<file path="src/common/eip_regs.svh">
`ifndef EIP_REGS_SVH
`define EIP_REGS_SVH

// Vector space and field widths
`define EIP_NUM_VEC        256
`define EIP_NUM_NMI        7

// Non-maskable source bit positions
`define EIP_NMI_PIN        0
`define EIP_NMI_OSC_STOP   1
`define EIP_NMI_WDT        2
`define EIP_NMI_IWDT       3
`define EIP_NMI_LVD1       4
`define EIP_NMI_LVD2       5
`define EIP_NMI_VBAT       6

// Reset values
`define EIP_EXCEPTION_BASE_REG_RST       32'h0000_0000
`define EIP_INTERRUPT_TABLE_BASE_REG_RST       32'h0000_0000
`define EIP_FAST_VECTOR_REG_RST      32'h0000_0000
`define EIP_NMI_EN_RST     7'h00
`define EIP_NMI_ST_RST     7'h00

// Fast interrupt selector layout
`define EIP_FAST_EN_BIT    8

// Slots in the exception base table, in words
`define EIP_SLOT_PRIV      8'h14
`define EIP_SLOT_IACC      8'h15
`define EIP_SLOT_UNDEF     8'h17
`define EIP_SLOT_FPU       8'h19
`define EIP_SLOT_OACC      8'h1a
`define EIP_SLOT_NMI       8'h1e
`define EIP_SLOT_RESET     8'h1f

// Standby-capable vectors outside the peripheral blocks
`define EIP_IRQ_VEC_LO     8'h40
`define EIP_IRQ_VEC_HI     8'h47
`define EIP_RTC_ALM_VEC    8'h5c
`define EIP_RTC_PRD_VEC    8'h5d

`endif

</file>
<file path="src/common/eip_pkg.sv">
`include "eip_regs.svh"
package eip_pkg;

   typedef enum logic [3:0] {
      WS_IEN, WS_PRIO, WS_DTC, WS_NMI_EN, WS_NMI_CLR, WS_NMI_ST,
      WS_EXCEPTION_BASE_REG, WS_INTERRUPT_TABLE_BASE_REG, WS_FAST_VECTOR_REG, WS_FAST_SEL
   } eip_wsel_t;

   typedef enum logic [1:0] {PM_RUN, PM_SLEEP, PM_DEEP_SLEEP, PM_SW_STANDBY} eip_mode_t;

   typedef enum logic [3:0] {
      EX_NONE, EX_RESET, EX_NMI, EX_IRQ, EX_IACC, EX_UNDEF, EX_PRIV, EX_TRAP, EX_OACC, EX_FPU
   } eip_exc_t;

   typedef struct packed {
      logic        en;
      eip_wsel_t   sel;
      logic [7:0]  idx;
      logic [31:0] data;
   } eip_wr_t;

   typedef struct packed {
      eip_wsel_t   sel;
      logic [7:0]  idx;
   } eip_rd_t;

   typedef struct packed {
      logic        rst;
      logic        iacc;
      logic        undef;
      logic        priv;
      logic        trap;
      logic [3:0]  trap_num;
      logic        oacc;
      logic        fpu;
   } eip_exc_req_t;

   typedef struct packed {
      logic        vld;
      logic [7:0]  vec;
   } eip_ack_t;

   typedef struct packed {
      logic        impl;
      logic        edge_det;
      logic        dtc_ok;
      logic        direct_memory_access_controller_ok;
      logic        sstb_ok;
      logic [7:0]  grp;
   } eip_attr_t;

   // Fixed per-vector capabilities; anything not listed is reserved
   function automatic eip_attr_t eip_vec_attr(input logic [7:0] v);
      eip_attr_t a;
      a = '{impl: 1'b1, edge_det: 1'b1, dtc_ok: 1'b0, direct_memory_access_controller_ok: 1'b0, sstb_ok: 1'b0, grp: v};
      case (v) inside
         8'd36, 8'd37, 8'd40, 8'd52, 8'd60, 8'd61, 8'd104, 8'd105, 8'd109, 8'd110, 8'd111, 8'd112,
         8'd142, 8'd147, 8'd151, 8'd155, 8'd160, 8'd164: begin
            a.dtc_ok = 1'b1;
            a.direct_memory_access_controller_ok = 1'b1;
         end
         8'd143, 8'd144, 8'd145, 8'd148, 8'd152, 8'd156, 8'd157, 8'd158, 8'd161, 8'd165: begin
            a.dtc_ok = 1'b1;
         end
         8'd38, 8'd62, 8'd113, 8'd146, 8'd149, 8'd150, 8'd153, 8'd154, 8'd159, 8'd162, 8'd163,
         8'd166, 8'd167: begin
            a.impl = 1'b1;
         end
         8'd41, 8'd42, 8'd43, 8'd53, 8'd54, 8'd55, 8'd56, 8'd108: begin
            a.edge_det = 1'b0;
         end
         8'd90: begin
            a.edge_det = 1'b0;
            a.sstb_ok = 1'b1;
         end
         8'd80, 8'd91, [`EIP_IRQ_VEC_LO:`EIP_IRQ_VEC_HI], `EIP_RTC_ALM_VEC, `EIP_RTC_PRD_VEC: begin
            a.sstb_ok = 1'b1;
         end
         default: begin
            a = '{impl: 1'b0, edge_det: 1'b0, dtc_ok: 1'b0, direct_memory_access_controller_ok: 1'b0, sstb_ok: 1'b0, grp: v};
         end
      endcase
      // Vectors of one peripheral share the leader's priority register
      case (v) inside
         8'd61, 8'd62:                  a.grp = 8'd60;
         8'd109, 8'd110:                a.grp = 8'd108;
         8'd112:                        a.grp = 8'd111;
         [8'd143:8'd145]:               a.grp = 8'd142;
         8'd148:                        a.grp = 8'd147;
         8'd150:                        a.grp = 8'd149;
         8'd152:                        a.grp = 8'd151;
         8'd154:                        a.grp = 8'd153;
         [8'd156:8'd158]:               a.grp = 8'd155;
         8'd161:                        a.grp = 8'd160;
         8'd163:                        a.grp = 8'd162;
         8'd165:                        a.grp = 8'd164;
         8'd167:                        a.grp = 8'd166;
         default:                       a.grp = v;
      endcase
      return a;
   endfunction

   // Word-indexed entry of a vector table
   function automatic logic [31:0] eip_tbl_addr(input logic [31:0] base, input logic [7:0] idx);
      return base + {22'h0, idx, 2'b00};
   endfunction

endpackage

</file>
<file path="src/core/eip_prioritizer.sv">
`timescale 1ns/1ps
`include "eip_regs.svh"
// Summary of operation
// RQ1: Rank reset, NMI, interrupt, fetch fault, undefined/privileged, trap, operand fault, FPU.
// RQ2: Undefined, privileged, access, FPU, reset and NMI vectors come from exception base table.
// RQ3: Ordinary interrupts and unconditional traps use the interrupt table base.
// RQ4: The one fast interrupt takes its handler address from the fast vector register.
// RQ5: NMI sources: pin, oscillator stop, both watchdogs, monitors 1 and 2, battery monitor.
// RQ6: Sleep and deep sleep wake on any NMI or any enabled interrupt.
// RQ7: Software standby wakes only on NMI, external pin or clock alarm/periodic interrupt; the code also wakes on vectors 80, 90 and 91.
// RQ8: A sticky battery monitor flag sits in the readable NMI status register.
// RQ9: The battery monitor raises an NMI only while its enable bit is set.
// RQ10: Detection is edge or level per vector; edge requests are latched.
// RQ11: Only capable vectors trigger the transfer controller, each with its own enable.
// RQ12: Some vectors also trigger the DMA controller while still raising interrupts.
// RQ13: Enable bit lives in byte vector/8 at bit vector mod 8.
// RQ14: Priority registers per source group; grouped vectors share one register.
// RQ15: Only standby-capable vectors wake from standby; others stay pending.
// RQ16: Writing one clears the battery flag, zero does nothing, clear reads zero.
// RQ17: Reserved vectors never request and their enable, priority, activation read zero.
module eip_prioritizer
   import eip_pkg::*;
(
   // Clock and reset
   input  wire logic                    i_clk,
   input  wire logic                    i_rst_n,
   // Interrupt and non-maskable sources
   input  wire logic [`EIP_NUM_VEC-1:0] i_src,
   input  wire logic [`EIP_NUM_NMI-1:0] i_nmi_src,
   // Core side
   input  wire eip_exc_req_t            i_exc,
   input  wire eip_ack_t                i_ack,
   input  wire eip_mode_t               i_mode,
   input  wire logic [7:0]              i_direct_memory_access_controller_sel,
   // Software access
   input  wire eip_wr_t                 i_wr,
   input  wire eip_rd_t                 i_rd,
   // Results
   output eip_exc_t                     o_exc_kind,
   output logic [31:0]                  o_exc_addr,
   output logic                         o_irq_req,
   output logic [7:0]                   o_irq_vec,
   output logic [3:0]                   o_irq_lvl,
   output logic                         o_irq_fast,
   output logic                         o_nmi_req,
   output logic                         o_wake,
   output logic                         o_dtc_start,
   output logic [7:0]                   o_dtc_vec,
   output logic                         o_direct_memory_access_controller_trig,
   output logic [31:0]                  o_rd_data
);
   logic [`EIP_NUM_VEC-1:0] ien_r, ien_nxt, dtc_en_r, dtc_en_nxt, pend, clr;
   logic [3:0]              prio_r [`EIP_NUM_VEC];
   logic [3:0]              prio_nxt [`EIP_NUM_VEC];
   logic [31:0]             exception_base_reg_r, exception_base_reg_nxt, interrupt_table_base_reg_r, interrupt_table_base_reg_nxt, fast_vector_reg_r, fast_vector_reg_nxt;
   logic [8:0]              fast_r, fast_nxt;
   logic [`EIP_NUM_NMI-1:0] nmi_en_r, nmi_en_nxt, nmi_st_r, nmi_st_nxt, nmi_clr;
   logic [`EIP_NUM_NMI-1:0] nmi_s1_r, nmi_s2_r, nmi_s3_r;
   logic [7:0]              wv;
   eip_attr_t               a;
   logic                    best_vld, any_en, any_sstb, to_dtc, cpu_vld, is_fast, direct_memory_access_controller_d_r;
   logic [7:0]              best_vec;
   logic [3:0]              best_lvl;
   eip_exc_t                kind_nxt;
   logic [31:0]             addr_nxt, rd_nxt;

   eip_src_detect u_detect (
      .i_clk   (i_clk),
      .i_rst_n (i_rst_n),
      .i_src   (i_src),
      .i_clr   (clr),
      .o_pend  (pend)
   );

   // Watchdog, monitors and oscillator detector run asynchronously to this clock
   always_ff @(posedge i_clk or negedge i_rst_n) begin
      if (!i_rst_n) begin
         nmi_s1_r <= '0;
         nmi_s2_r <= '0;
         nmi_s3_r <= '0;
      end else begin
         nmi_s1_r <= i_nmi_src;
         nmi_s2_r <= nmi_s1_r;
         nmi_s3_r <= nmi_s2_r;
      end
   end

   // Software-visible registers
   always_comb begin
      wv = '0;
      ien_nxt = ien_r;
      dtc_en_nxt = dtc_en_r;
      prio_nxt = prio_r;
      exception_base_reg_nxt = exception_base_reg_r;
      interrupt_table_base_reg_nxt = interrupt_table_base_reg_r;
      fast_vector_reg_nxt = fast_vector_reg_r;
      fast_nxt = fast_r;
      nmi_en_nxt = nmi_en_r;
      nmi_clr = '0;
      if (i_wr.en) begin
         unique case (i_wr.sel)
            WS_IEN: begin
               for (int b = 0; b < 8; b++) begin
                  wv = {i_wr.idx[4:0], 3'(b)};
                  ien_nxt[wv] = i_wr.data[b] & eip_vec_attr(wv).impl; // RQ13 RQ17
               end
            end
            WS_PRIO: begin
               if (eip_vec_attr(i_wr.idx).impl) begin
                  prio_nxt[eip_vec_attr(i_wr.idx).grp] = i_wr.data[3:0]; // RQ14
               end
            end
            WS_DTC:      dtc_en_nxt[i_wr.idx] = i_wr.data[0] & eip_vec_attr(i_wr.idx).dtc_ok; // RQ11
            WS_NMI_EN:   nmi_en_nxt = i_wr.data[`EIP_NUM_NMI-1:0]; // RQ9
            WS_NMI_CLR:  nmi_clr = i_wr.data[`EIP_NUM_NMI-1:0]; // RQ16
            WS_EXCEPTION_BASE_REG:     exception_base_reg_nxt = i_wr.data;
            WS_INTERRUPT_TABLE_BASE_REG:     interrupt_table_base_reg_nxt = i_wr.data;
            WS_FAST_VECTOR_REG:    fast_vector_reg_nxt = i_wr.data;
            WS_FAST_SEL: fast_nxt = i_wr.data[8:0];
            default:     ien_nxt = ien_r;
         endcase
      end
      // Set wins over a clear in the same cycle
      nmi_st_nxt = (nmi_st_r & ~nmi_clr) | (nmi_s2_r & ~nmi_s3_r); // RQ5 RQ8 RQ16
   end

   always_ff @(posedge i_clk or negedge i_rst_n) begin
      if (!i_rst_n) begin
         ien_r <= '0;
         dtc_en_r <= '0;
         for (int v = 0; v < `EIP_NUM_VEC; v++) begin
            prio_r[v] <= 4'h0;
         end
         exception_base_reg_r <= `EIP_EXCEPTION_BASE_REG_RST;
         interrupt_table_base_reg_r <= `EIP_INTERRUPT_TABLE_BASE_REG_RST;
         fast_vector_reg_r <= `EIP_FAST_VECTOR_REG_RST;
         fast_r <= 9'h000;
         nmi_en_r <= `EIP_NMI_EN_RST;
         nmi_st_r <= `EIP_NMI_ST_RST;
      end else begin
         ien_r <= ien_nxt;
         dtc_en_r <= dtc_en_nxt;
         prio_r <= prio_nxt;
         exception_base_reg_r <= exception_base_reg_nxt;
         interrupt_table_base_reg_r <= interrupt_table_base_reg_nxt;
         fast_vector_reg_r <= fast_vector_reg_nxt;
         fast_r <= fast_nxt;
         nmi_en_r <= nmi_en_nxt;
         nmi_st_r <= nmi_st_nxt;
      end
   end

   // Arbitration; level 0 masks a source, ties go to the lower vector
   always_comb begin
      a = eip_vec_attr(8'h00);
      best_vld = 1'b0;
      best_vec = 8'h00;
      best_lvl = 4'h0;
      any_en = 1'b0;
      any_sstb = 1'b0;
      for (int v = 0; v < `EIP_NUM_VEC; v++) begin
         a = eip_vec_attr(8'(v));
         if (pend[v] && ien_r[v] && a.impl) begin // RQ17
            any_en = 1'b1;
            any_sstb = any_sstb | a.sstb_ok; // RQ15
            if (prio_r[a.grp] > best_lvl) begin // RQ14
               best_vld = 1'b1;
               best_vec = 8'(v);
               best_lvl = prio_r[a.grp];
            end
         end
      end
      to_dtc = best_vld && dtc_en_r[best_vec] && eip_vec_attr(best_vec).dtc_ok; // RQ11
      cpu_vld = best_vld && !to_dtc;
      is_fast = fast_r[`EIP_FAST_EN_BIT] && (fast_r[7:0] == best_vec);
      clr = '0;
      if (i_ack.vld) begin
         clr[i_ack.vec] = 1'b1;
      end
      if (to_dtc) begin
         clr[best_vec] = 1'b1;
      end
   end

   // Exception ranking and vector source
   always_comb begin
      kind_nxt = EX_NONE;
      addr_nxt = 32'h0000_0000;
      if (i_exc.rst) begin // RQ1
         kind_nxt = EX_RESET;
         addr_nxt = eip_tbl_addr(exception_base_reg_r, `EIP_SLOT_RESET); // RQ2
      end else if (o_nmi_req) begin
         kind_nxt = EX_NMI;
         addr_nxt = eip_tbl_addr(exception_base_reg_r, `EIP_SLOT_NMI);
      end else if (cpu_vld) begin
         kind_nxt = EX_IRQ;
         addr_nxt = is_fast ? fast_vector_reg_r : eip_tbl_addr(interrupt_table_base_reg_r, best_vec); // RQ3 RQ4
      end else if (i_exc.iacc) begin
         kind_nxt = EX_IACC;
         addr_nxt = eip_tbl_addr(exception_base_reg_r, `EIP_SLOT_IACC);
      end else if (i_exc.undef) begin
         kind_nxt = EX_UNDEF;
         addr_nxt = eip_tbl_addr(exception_base_reg_r, `EIP_SLOT_UNDEF);
      end else if (i_exc.priv) begin
         kind_nxt = EX_PRIV;
         addr_nxt = eip_tbl_addr(exception_base_reg_r, `EIP_SLOT_PRIV);
      end else if (i_exc.trap) begin
         kind_nxt = EX_TRAP;
         addr_nxt = eip_tbl_addr(interrupt_table_base_reg_r, {4'h0, i_exc.trap_num}); // RQ3
      end else if (i_exc.oacc) begin
         kind_nxt = EX_OACC;
         addr_nxt = eip_tbl_addr(exception_base_reg_r, `EIP_SLOT_OACC);
      end else if (i_exc.fpu) begin
         kind_nxt = EX_FPU;
         addr_nxt = eip_tbl_addr(exception_base_reg_r, `EIP_SLOT_FPU);
      end
   end

   // Read-back
   always_comb begin
      rd_nxt = 32'h0000_0000;
      unique case (i_rd.sel)
         WS_IEN: begin
            for (int b = 0; b < 8; b++) begin
               rd_nxt[b] = ien_r[{i_rd.idx[4:0], 3'(b)}]; // RQ13
            end
         end
         WS_PRIO: begin
            if (eip_vec_attr(i_rd.idx).impl) begin
               rd_nxt[3:0] = prio_r[eip_vec_attr(i_rd.idx).grp]; // RQ17
            end
         end
         WS_DTC:      rd_nxt[0] = dtc_en_r[i_rd.idx];
         WS_NMI_EN:   rd_nxt[`EIP_NUM_NMI-1:0] = nmi_en_r;
         WS_NMI_CLR:  rd_nxt = 32'h0000_0000; // RQ16
         WS_NMI_ST:   rd_nxt[`EIP_NUM_NMI-1:0] = nmi_st_r; // RQ8
         WS_EXCEPTION_BASE_REG:     rd_nxt = exception_base_reg_r;
         WS_INTERRUPT_TABLE_BASE_REG:     rd_nxt = interrupt_table_base_reg_r;
         WS_FAST_VECTOR_REG:    rd_nxt = fast_vector_reg_r;
         WS_FAST_SEL: rd_nxt[8:0] = fast_r;
         default:     rd_nxt = 32'h0000_0000;
      endcase
   end

   // Registered outputs; wake is held while its cause lasts
   always_ff @(posedge i_clk or negedge i_rst_n) begin
      if (!i_rst_n) begin
         o_exc_kind <= EX_NONE;
         o_exc_addr <= 32'h0000_0000;
         o_irq_req <= 1'b0;
         o_irq_vec <= 8'h00;
         o_irq_lvl <= 4'h0;
         o_irq_fast <= 1'b0;
         o_nmi_req <= 1'b0;
         o_wake <= 1'b0;
         o_dtc_start <= 1'b0;
         o_dtc_vec <= 8'h00;
         o_direct_memory_access_controller_trig <= 1'b0;
         direct_memory_access_controller_d_r <= 1'b0;
         o_rd_data <= 32'h0000_0000;
      end else begin
         o_exc_kind <= kind_nxt;
         o_exc_addr <= addr_nxt;
         o_irq_req <= cpu_vld;
         o_irq_vec <= best_vec;
         o_irq_lvl <= best_lvl;
         o_irq_fast <= cpu_vld && is_fast; // RQ4
         o_nmi_req <= |(nmi_st_r & nmi_en_r); // RQ5 RQ9
         unique case (i_mode)
            PM_SLEEP, PM_DEEP_SLEEP: o_wake <= o_nmi_req || any_en; // RQ6
            PM_SW_STANDBY:           o_wake <= o_nmi_req || any_sstb; // RQ7 RQ15
            PM_RUN:                  o_wake <= 1'b0;
         endcase
         o_dtc_start <= to_dtc;
         o_dtc_vec <= best_vec;
         direct_memory_access_controller_d_r <= pend[i_direct_memory_access_controller_sel] && eip_vec_attr(i_direct_memory_access_controller_sel).direct_memory_access_controller_ok;
         o_direct_memory_access_controller_trig <= pend[i_direct_memory_access_controller_sel] && eip_vec_attr(i_direct_memory_access_controller_sel).direct_memory_access_controller_ok && !direct_memory_access_controller_d_r; // RQ12
         o_rd_data <= rd_nxt;
      end
   end

   battery_gate_a: assert property (@(posedge i_clk) disable iff (!i_rst_n) // RQ9
      (nmi_st_r[`EIP_NMI_VBAT] && nmi_en_r[`EIP_NMI_VBAT]) |=> o_nmi_req)
      else $error("enabled battery flag gave no NMI");
   battery_sticky_a: assert property (@(posedge i_clk) disable iff (!i_rst_n) // RQ8
      (nmi_st_r[`EIP_NMI_VBAT] && !nmi_clr[`EIP_NMI_VBAT]) |=> nmi_st_r[`EIP_NMI_VBAT])
      else $error("battery flag dropped without clear");
   battery_clear_a: assert property (@(posedge i_clk) disable iff (!i_rst_n) // RQ16
      (nmi_clr[`EIP_NMI_VBAT] && !(nmi_s2_r[`EIP_NMI_VBAT] && !nmi_s3_r[`EIP_NMI_VBAT]))
      |=> !nmi_st_r[`EIP_NMI_VBAT])
      else $error("battery flag not cleared");
   reset_rank_a: assert property (@(posedge i_clk) disable iff (!i_rst_n) // RQ1
      i_exc.rst |=> (o_exc_kind == EX_RESET) && (o_exc_addr == $past(exception_base_reg_r) + 32'h7c))
      else $error("reset not ranked first");
   nmi_rank_a: assert property (@(posedge i_clk) disable iff (!i_rst_n) // RQ1
      (o_nmi_req && !i_exc.rst) |=> (o_exc_kind == EX_NMI))
      else $error("NMI lost to a lower event");
   fast_addr_a: assert property (@(posedge i_clk) disable iff (!i_rst_n) // RQ4
      (o_exc_kind == EX_IRQ && o_irq_fast) |-> (o_exc_addr == $past(fast_vector_reg_r)))
      else $error("fast interrupt not from fast register");
   table_addr_a: assert property (@(posedge i_clk) disable iff (!i_rst_n) // RQ3
      (o_exc_kind == EX_IRQ && !o_irq_fast) |-> (o_exc_addr == $past(interrupt_table_base_reg_r) + {22'h0, o_irq_vec, 2'b00}))
      else $error("interrupt vector address wrong");
   reserved_quiet_a: assert property (@(posedge i_clk) disable iff (!i_rst_n) // RQ17
      (o_irq_req || o_dtc_start) |-> eip_vec_attr(o_irq_req ? o_irq_vec : o_dtc_vec).impl)
      else $error("reserved vector requested");
   standby_wake_a: assert property (@(posedge i_clk) disable iff (!i_rst_n) // RQ7
      (i_mode == PM_SW_STANDBY && !o_nmi_req && !any_sstb) |=> !o_wake)
      else $error("standby woken by incapable source");
   sleep_wake_a: assert property (@(posedge i_clk) disable iff (!i_rst_n) // RQ6
      (i_mode == PM_SLEEP && any_en) |=> o_wake)
      else $error("sleep not woken by enabled source");
   dtc_capable_a: assert property (@(posedge i_clk) disable iff (!i_rst_n) // RQ11
      o_dtc_start |-> (eip_vec_attr(o_dtc_vec).dtc_ok && $past(dtc_en_r[best_vec]) && !o_irq_req))
      else $error("transfer trigger from incapable vector");

endmodule

</file>
<file path="src/core/eip_src_detect.sv">
`timescale 1ns/1ps
`include "eip_regs.svh"
module eip_src_detect
   import eip_pkg::*;
(
   // Clock and reset
   input  wire logic                    i_clk,
   input  wire logic                    i_rst_n,
   // Peripheral requests, same clock
   input  wire logic [`EIP_NUM_VEC-1:0] i_src,
   input  wire logic [`EIP_NUM_VEC-1:0] i_clr,
   // Pending view
   output logic      [`EIP_NUM_VEC-1:0] o_pend
);
   logic [`EIP_NUM_VEC-1:0] src_d_r;
   logic [`EIP_NUM_VEC-1:0] latch_r;
   logic [`EIP_NUM_VEC-1:0] latch_nxt;
   logic [`EIP_NUM_VEC-1:0] edge_m;
   logic [`EIP_NUM_VEC-1:0] impl_m;

   always_comb begin
      edge_m = '0;
      impl_m = '0;
      for (int v = 0; v < `EIP_NUM_VEC; v++) begin
         edge_m[v] = eip_vec_attr(8'(v)).edge_det;
         impl_m[v] = eip_vec_attr(8'(v)).impl;
      end
      // A new edge in the clearing cycle survives the clear
      latch_nxt = ((latch_r & ~i_clr) | (i_src & ~src_d_r)) & edge_m; // RQ10
      o_pend = (latch_r | (i_src & ~edge_m)) & impl_m; // RQ10 RQ17
   end

   always_ff @(posedge i_clk or negedge i_rst_n) begin
      if (!i_rst_n) begin
         src_d_r <= '0;
         latch_r <= '0;
      end else begin
         src_d_r <= i_src;
         latch_r <= latch_nxt;
      end
   end

   edge_kept_a: assert property (@(posedge i_clk) disable iff (!i_rst_n) // RQ10
      (i_src[36] && !src_d_r[36]) |=> latch_r[36])
      else $error("edge request lost");

endmodule

</file>
<file path="config.mk">
export PLATFORM = sky130hd
export DESIGN_NAME = eip_prioritizer
export DESIGN_NICKNAME = d
export VERILOG_FILES = /design/src/common/eip_pkg.sv /design/src/core/eip_prioritizer.sv /design/src/core/eip_src_detect.sv
export VERILOG_INCLUDE_DIRS = /design/src /design/src/common
export SDC_FILE = /design/constraint.sdc
export NUM_CORES = 2
export LEC_CHECK = 0
export BUFFER_PORTS_ARGS = -buffer_cell sky130_fd_sc_hd__buf_2
export CORE_ASPECT_RATIO = 1.1
export CORE_MARGIN = 8
export CORE_UTILIZATION = 57
export DETAILED_ROUTE_END_ITERATION = 16
export PLACE_DENSITY = 0.78
export REMOVE_ABC_BUFFERS = 1
export SYNTH_ARGS = -nofsm -noshare
export SYNTH_HDL_FRONTEND = slang
export SYNTH_SLANG_ARGS = --single-unit
</file>
<file path="constraint.sdc">
create_clock -name i_clk -period 88.4 [get_ports i_clk]
set_input_delay 4.42 -clock i_clk [delete_from_list [all_inputs] [get_ports i_clk]]
set_output_delay 4.42 -clock i_clk [all_outputs]
set_load 0.02 [all_outputs]
</file>
* Yosys cells after proc, flatten, opt, wreduce, memory -nomap -nowiden
Cells that the tools add are included.
** Word-level totals
- Register bits after elaboration :: 1984
- Input port bits :: 352
- Output and inout port bits :: 94
- Word-level logic and storage cells :: 1411
** Cells by class
- $add $sub $neg :: 9
- Magnitude comparators :: 125
- Equality and inequality tests :: 186
- Muxes and demuxes :: 642
- Bitwise gates (word level) :: 24
- Reductions and logical operators :: 144
** Operators with widths (count)
- bitwise mux 256 bit :: 9
- two-way mux 8 bit :: 154
- bitwise mux 1024 bit :: 1
- equality test 8 bit, second input constant :: 74
- two-way mux 4 bit :: 137
- bitwise AND 168 bit :: 2
- equality test 8 x 6 -> 1 bit, second input constant :: 42
- two-way mux 168 bit :: 2
- NOT 168 bit :: 2
- OR 168 bit :: 2
- two-way mux 32 bit :: 10
- equality test 8 x 7 -> 1 bit, second input constant :: 38
- two-way mux 1 bit :: 295
- > comparator 4 bit :: 61
- adder 32 x 7 -> 32 bit, second input constant :: 7
- < comparator 8 x 9 -> 1 bit, second input constant :: 21
- OR 168 x 142 -> 168 bit :: 1
- logical AND 1 bit :: 95
- greater-or-equal comparator 8 x 1 -> 1 bit, second input constant :: 11
- greater-or-equal comparator 8 x 7 -> 1 bit, second input constant :: 10
- less-or-equal comparator 8 x 7 -> 1 bit, second input constant :: 10
- OR reduction 18 bit :: 4
- one-hot mux 23 bit (3 select lines) :: 1
- binary-select mux 1 bit (select 5 bit) :: 8
- other kinds (49) :: 133

* Logic depth before layout (Yosys ltp)
- Word-level depth :: 196
- Depth in mapped cells :: 529
- Gate-level depth less buffers :: 518

* Hierarchy
From an unflattened synthesis, not the netlist that was laid out.
** Second synthesis, totals
- Cells, all modules :: 10759
- Area, all modules :: 106189.3 µm²
** Modules (own cells, without submodules)
- eip_prioritizer :: instances 1, cells each 10290, area each 100948.1 µm², seq. area each 44117.3 µm²
- eip_src_detect :: instances 1, cells each 469, area each 5241.3 µm², seq. area each 2652.5 µm²

* Worst setup path before layout
Ideal clock, no wire load.
- Kind :: reg2reg
- From :: register ien_r[36]
- To :: register o_exc_addr[25]
- Setup time :: 0.078 ns
- Arrival :: 90.626 ns
- Required time :: 88.322 ns
- Path slack :: -2.304 ns
- Stages on the path, launching flop included :: 475
- Buffers on the path :: 12
- Clock period less this slack :: 90.704 ns
- Path through :: dfrtp_1 -> and3_4 -> inv_2 -> ha_1 -> nand4_1 -> nand3_1 -> a21oi_1 -> mux2_2 -> ha_1 -> nand3_1 -> nor2_1 -> nand3_1 -> nor3b_2 -> nand2_1 -> mux2i_1 -> inv_1 -> ha_1 -> a21oi_1 -> (+439 left out) -> ha_1 -> a21o_1 -> a21oi_1 -> o21bai_1 -> a21oi_1 -> o21bai_1 -> a21oi_1 -> nor2b_1 -> o21a_1 -> nand4_1 -> nor2_1 -> nand3_1 -> nor2_1 -> xnor2_1 -> nor2_1 -> a21oi_1 -> mux2_1 -> a21oi_1
** Between the ends
- Word-level cells in the longest chain between the ends :: 195
- Elaborated cells between the ends (all ways) :: 474
- Those cells by class :: add/sub (1); order compare (61); eq/ne (29); mux (375); reduce/logical (8)
** Ends and longest elaborated chain
- start, declared :: RTL line eip_prioritizer.sv:52 : logic [`EIP_NUM_VEC-1:0] ien_r, ien_nxt, dtc_en_r, dtc_en_nxt, pend, clr;
- start signal, assigned :: RTL line eip_prioritizer.sv:141 : ien_r <= ien_nxt;
- logical AND 1 bit (*) :: RTL line eip_prioritizer.sv:163 : if (pend[v] && ien_r[v] && a.impl) begin
- two-way mux 4 bit :: RTL line eip_prioritizer.sv:163
- > comparator 4 bit :: RTL line eip_prioritizer.sv:166 : if (prio_r[a.grp] > best_lvl) begin
- two-way mux 4 bit :: RTL line eip_prioritizer.sv:166
- two-way mux 4 bit :: RTL line eip_prioritizer.sv:163
- > comparator 4 bit :: RTL line eip_prioritizer.sv:166
- two-way mux 4 bit :: RTL line eip_prioritizer.sv:166
- two-way mux 4 bit :: RTL line eip_prioritizer.sv:163
- (+175 left out)
- two-way mux 8 bit :: RTL line eip_prioritizer.sv:166
- two-way mux 8 bit (*) :: RTL line eip_prioritizer.sv:163
- named net best_vec[1] :: RTL line eip_prioritizer.sv:62 : logic [7:0] best_vec;
- parallel branches: the longest is 7 deep, another holds binary-select mux 1 bit (select 8 bit)
- two-way mux 32 bit (*) :: RTL line eip_prioritizer.sv:195 : end else if (cpu_vld) begin
- two-way mux 32 bit (*) :: RTL line eip_prioritizer.sv:192 : end else if (o_nmi_req) begin
- two-way mux 32 bit (*) :: RTL line eip_prioritizer.sv:189 : if (i_exc.rst) begin
- named net addr_nxt[25] :: RTL line eip_prioritizer.sv:65 : logic [31:0] addr_nxt, rd_nxt;
- end signal, assigned :: RTL line eip_prioritizer.sv:263 : o_exc_addr <= addr_nxt;
- end, declared :: RTL line eip_prioritizer.sv:40 : output logic [31:0] o_exc_addr,
Mark *: on every way through the listed nets, which the timed path passes. The select of a mux whose other input is x is not followed.
A chain may end at the register's enable or synchronous reset.

* Worst setup path after layout
- From :: register u_detect.latch_r[36]
- To :: register o_exc_addr[28]
** Between the ends
- Word-level cells in the longest chain between the ends :: 196
- Elaborated cells between the ends (all ways) :: 475
- Those cells by class :: add/sub (1); order compare (61); eq/ne (29); mux (375); bitwise (1); reduce/logical (8)
** Ends and longest elaborated chain
- start, declared :: RTL line eip_src_detect.sv:16 : logic [`EIP_NUM_VEC-1:0] latch_r;
- start signal, assigned :: RTL line eip_src_detect.sv:39 : latch_r <= latch_nxt;
- OR 168 x 142 -> 168 bit (*) :: RTL line eip_src_detect.sv:30 : o_pend = (latch_r | (i_src & ~edge_m)) & impl_m;
- logical AND 1 bit (*) :: RTL line eip_prioritizer.sv:163
- two-way mux 4 bit :: RTL line eip_prioritizer.sv:163
- > comparator 4 bit :: RTL line eip_prioritizer.sv:166
- two-way mux 4 bit :: RTL line eip_prioritizer.sv:166
- two-way mux 4 bit :: RTL line eip_prioritizer.sv:163
- > comparator 4 bit :: RTL line eip_prioritizer.sv:166
- two-way mux 4 bit :: RTL line eip_prioritizer.sv:166
- (+176 left out)
- two-way mux 8 bit :: RTL line eip_prioritizer.sv:166
- two-way mux 8 bit (*) :: RTL line eip_prioritizer.sv:163
- named net best_vec[0] :: RTL line eip_prioritizer.sv:62
- parallel branches: the longest is 7 deep, another holds binary-select mux 1 bit (select 8 bit)
- two-way mux 32 bit (*) :: RTL line eip_prioritizer.sv:195
- two-way mux 32 bit (*) :: RTL line eip_prioritizer.sv:192
- two-way mux 32 bit (*) :: RTL line eip_prioritizer.sv:189
- named net addr_nxt[28] :: RTL line eip_prioritizer.sv:65
Marked as above.

==> results.py <==
metrics = {
    "final_layout": {
        "areaGrowthSynthToFinish_pct": 19.64,
        "final_cell_count_no_fill": 13120,
        "final_area_um2": 121200,
        "multi_input_area_um2": 51380,
        "drive_above_1_share_pct": 31.32,
        "nFillCells": 12838,
        "seq_area_um2": 46770,
        "nNetsFinal": 11069,
    },
    "clock_network": {
        "clock_latency_ps": 890,
        "cts_buffers": 186,
        "cts_root_buf": "clkbuf_16",
        "cts_buffer_depth": 3,
        "htree_num_levels": 4,
        "clkTransAtPathRegs_ps": 60,
        "clkSinkCount": 1869,
        "cts_tree": "yes",
    },
    "synth": {
        "synth_commonest_cells": "dfrtp_1 (1869), clkbuf_1 (1259), nand2_1 (1000)",
        "synth-seq-cells": 1869,
        "synth_edf_count": 0,
        "ys_async_sr_fraction_pct": 100.0,
        "synth_top_area_cell": "dfrtp_1",
        "ys_warn_count": 0,
        "syn-cell-area_um2": 101300,
        "synthTopCellsByArea": "dfrtp_1 (46%), clkbuf_1 (4.7%), mux4_2 (4.5%), mux2_2 (4.3%), nand2_1 (3.7%)",
        "syn-instance-count": 10219,
        "syn_avg_cell_area_um2": 9.910,
        "yosysMostFrequentCell": "dfrtp_1",
        "yosys_most_used_dff": "dfrtp_1",
        "yosysTopAreaCellShare_pct": 46.18,
        "yosysSeqAreaShare_pct": 46.18,
        "ys_types": 175,
    },
    "timing": {
        "drv_slew": 0,
        "period_needed_ps": 87200,
        "relSlewSlack_pct": 1.073,
        "fmax_mhz": 11.47,
        "timing_hold_violations_final": 0,
        "tightest_slew_ps": 1470,
        "min_period_over_period_pct": 98.64,
        "fin_ws_ps": 1203,
        "rsz0062_at_grt": "yes",
        "setup_viol": 0,
        "skew_ps": 49.39,
        "fin_tns_setup_ps": 0,
    },
    "critical_path": {
        "crit_path_end_kind": "flip-flop",
        "critPathSlowestCell": "or4_4",
        "start_kind": "flip-flop",
        "worstPathArrival_ps": 87930,
        "cp_slowest_stage_delay_ps": 600,
        "crit_path_frequent_cell": "ha_4",
        "crit_type": "flip-flop to flip-flop",
        "critical-path-top-delay-family": "compound AO/OA/AOI/OAI gates",
        "cp_num_buf_inv": 51,
        "crit_path_max_fanout": 6,
        "worstPathRequired_ps": 89130,
    },
    "pwr": {
        "switching_share_pct": 29.12,
        "p_seq_share_pct": 42.7,
        "internal_power_mw": 1.514,
        "p_sw_mw": 0.6221,
        "leakage_nw": 54.59,
        "power_mw": 2.136,
        "clock_power_share_pct": 39.5,
        "ir_drop_mv": 0.01948,
        "power_frac_comb_pct": 17.8,
        "power_density_nw_per_um2": 17.63,
    },
    "place": {
        "dp_worst_setup_slack_ps": -5536,
        "port_buffers": 251,
        "routabilityCongestion": 1.007,
        "dpl.cell_count": 12498,
        "placedInstanceArea_um2": 108200,
        "place_hpwl_um": 244800,
    },
    "drt": {
        "num_vias": 84906,
        "finalWirelength_um": 352600,
        "viasPerCell": 6.471,
        "wire_per_inst_um": 26.88,
        "first_iter_violations": 9087,
        "drc_errors": 0,
        "firstDrtPassIters": 9,
        "antenna_left": 0,
    },
    "die": {
        "die_h_um": 458.1,
        "start_util_pct": 57.23,
        "core-area_um2": 177000,
        "pin_count": 446,
        "placementRows": 162,
        "die-area_um2": 191400,
        "die_x_um": 417.9,
    },
    "global_routing": {
        "grt_pass1_vias": 85098,
        "grt_pass1_wl_um": 523600,
        "grt-ovfl-total": 0,
        "grt_max_degree": 214,
        "antenna_found_initial": 28,
        "grt_usage_pct": 35.34,
    },
    "job": {
        "cap_viol_max_count": 1,
    },
    "run_status": {
        "status": "finished with violations",
        "violations": "max-capacitance violations",
    },
    "min_path": {
        "hold_path_class": "flip-flop to flip-flop",
    },
}
==> layer usage <==
| metal | share of wire [%] | GRT usage, % | vias to the layer above | wire (um) |
|---|---|---|---|---|
| met2 | 46 | 55.23 | 4276 | 161300 |
| met3 | 8.5 | 7.262 | 1258 | 29920 |
| met1 | 38 | 44.69 | 42338 | 133200 |
| li1 | - | - | 37026 | - |
| met5 | 0.016 | 0 | - | 57 |
| met4 | 8.0 | 23.24 | 8 | 28080 |
==> path summary, 6_finish.rpt <==
check | endpoint | slack, ps | cells past startpoint | startpoint
setup / recovery | o_exc_addr[28] | 1200 | 479 | u_detect.latch_r[36]
hold / removal | nmi_s2_r[6] | 350 | 0 | nmi_s1_r[6]
setup reg to reg | o_exc_addr[28] | 1200 | 479 | u_detect.latch_r[36]
hold reg to reg | nmi_s2_r[6] | 350 | 0 | nmi_s1_r[6]
max in group asynchronous | nmi_s1_r[4] | 80440 | 5 | i_rst_n
min in group asynchronous | u_detect.latch_r[150] | 3460 | 1 | i_rst_n
==> placed cells by master, fill, tap and decap left out, types with 75 or more instances in the layout <==
master | netlist | layout
a211oi_1 | 298 | 282
a21boi_0 | 241 | 239
a21oi_1 | 478 | 414
a221oi_1 | 137 | 135
a22oi_1 | 124 | 118
a311oi_1 | 115 | 104
a31oi_1 | 96 | 84
and2_1 | 284 | 276
buf_2 | 18 | 248
buf_4 | 43 | 1292
clkbuf_16 | 0 | 187
dfrtp_1 | 1869 | 1866
inv_1 | 309 | 286
mux2_2 | 391 | 365
mux2i_1 | 90 | 75
mux4_2 | 202 | 202
nand2_1 | 1000 | 947
nand3_1 | 168 | 145
nor2_1 | 552 | 493
nor2b_1 | 146 | 142
nor3_1 | 103 | 78
o211ai_1 | 94 | 94
o21ai_0 | 447 | 384
xnor2_1 | 139 | 135
xor2_1 | 94 | 92
==> per-stage QoR <==
step | util [%] | hold WS, ps
global placement | 61.14 | 333.2
detailed placement | 61.14 | 334.7
global route | 68.46 | 359.8
CTS | 65.94 | 352.4
finish | 68.48 | 353.3
floorplan | - | 331.2
==> what timing repair did <==
item                                    in CTS  in global routing
hold buffers                                 0                  0
pin swaps                                  147                398
endpoints found under the setup margin      79                 79
buffers inserted                           115                159
cloned                                       0                  1
resized for setup                          261                671
==> logic make-up (layout without fill, tap and decap cells) <==
family / after synthesis / after routing / synth area share, %
compound gates: 2765 / 2765 / 19.50
simple gates: 2681 / 2681 / 12.76
flops: 1869 / 1869 / 46.18
buf+inv: 1791 / 2292 / 7.362
mux: 706 / 706 / 10.03
xor+xnor: 236 / 236 / 2.074
fa+ha+maj: 171 / 171 / 2.092
other cells: 0 / 22 / 0
==> power by group through the flow <==
| stage | clock network [mW] | registers, mW | logic [mW] |
|---|---|---|---|
| finish | 0.844 | 0.913 | 0.379 |
| global route | 0.885 | 0.915 | 0.403 |
| CTS | 0.851 | 0.911 | 0.345 |
| detailed placement | 0 | 0.926 | 0.333 |
| global placement | 0 | 0.925 | 0.328 |
| floorplan | 0 | 0.923 | 0.181 |
==> final cells by class <==
class,instances,area share (%)
diodes,22,0.04543
multi-input cells,6559,42.40
inverters,316,1.008
flip-flops and latches,1869,38.60
clock inverters,90,1.068
repair buffers,1630,10.06
well taps,2378,2.456
clock buffers,256,4.357
==> sequential cells by signal, summed over array words and instances, names as in the netlist, 53 cells and up <==
| name | flops |
|---|---|
| u_detect.src_d_r | 53 |
| dtc_en_r | 256 |
| u_detect.latch_r | 53 |
| prio_r | 1024 |
| ien_r | 256 |
(Power assumes the default switching activity.)
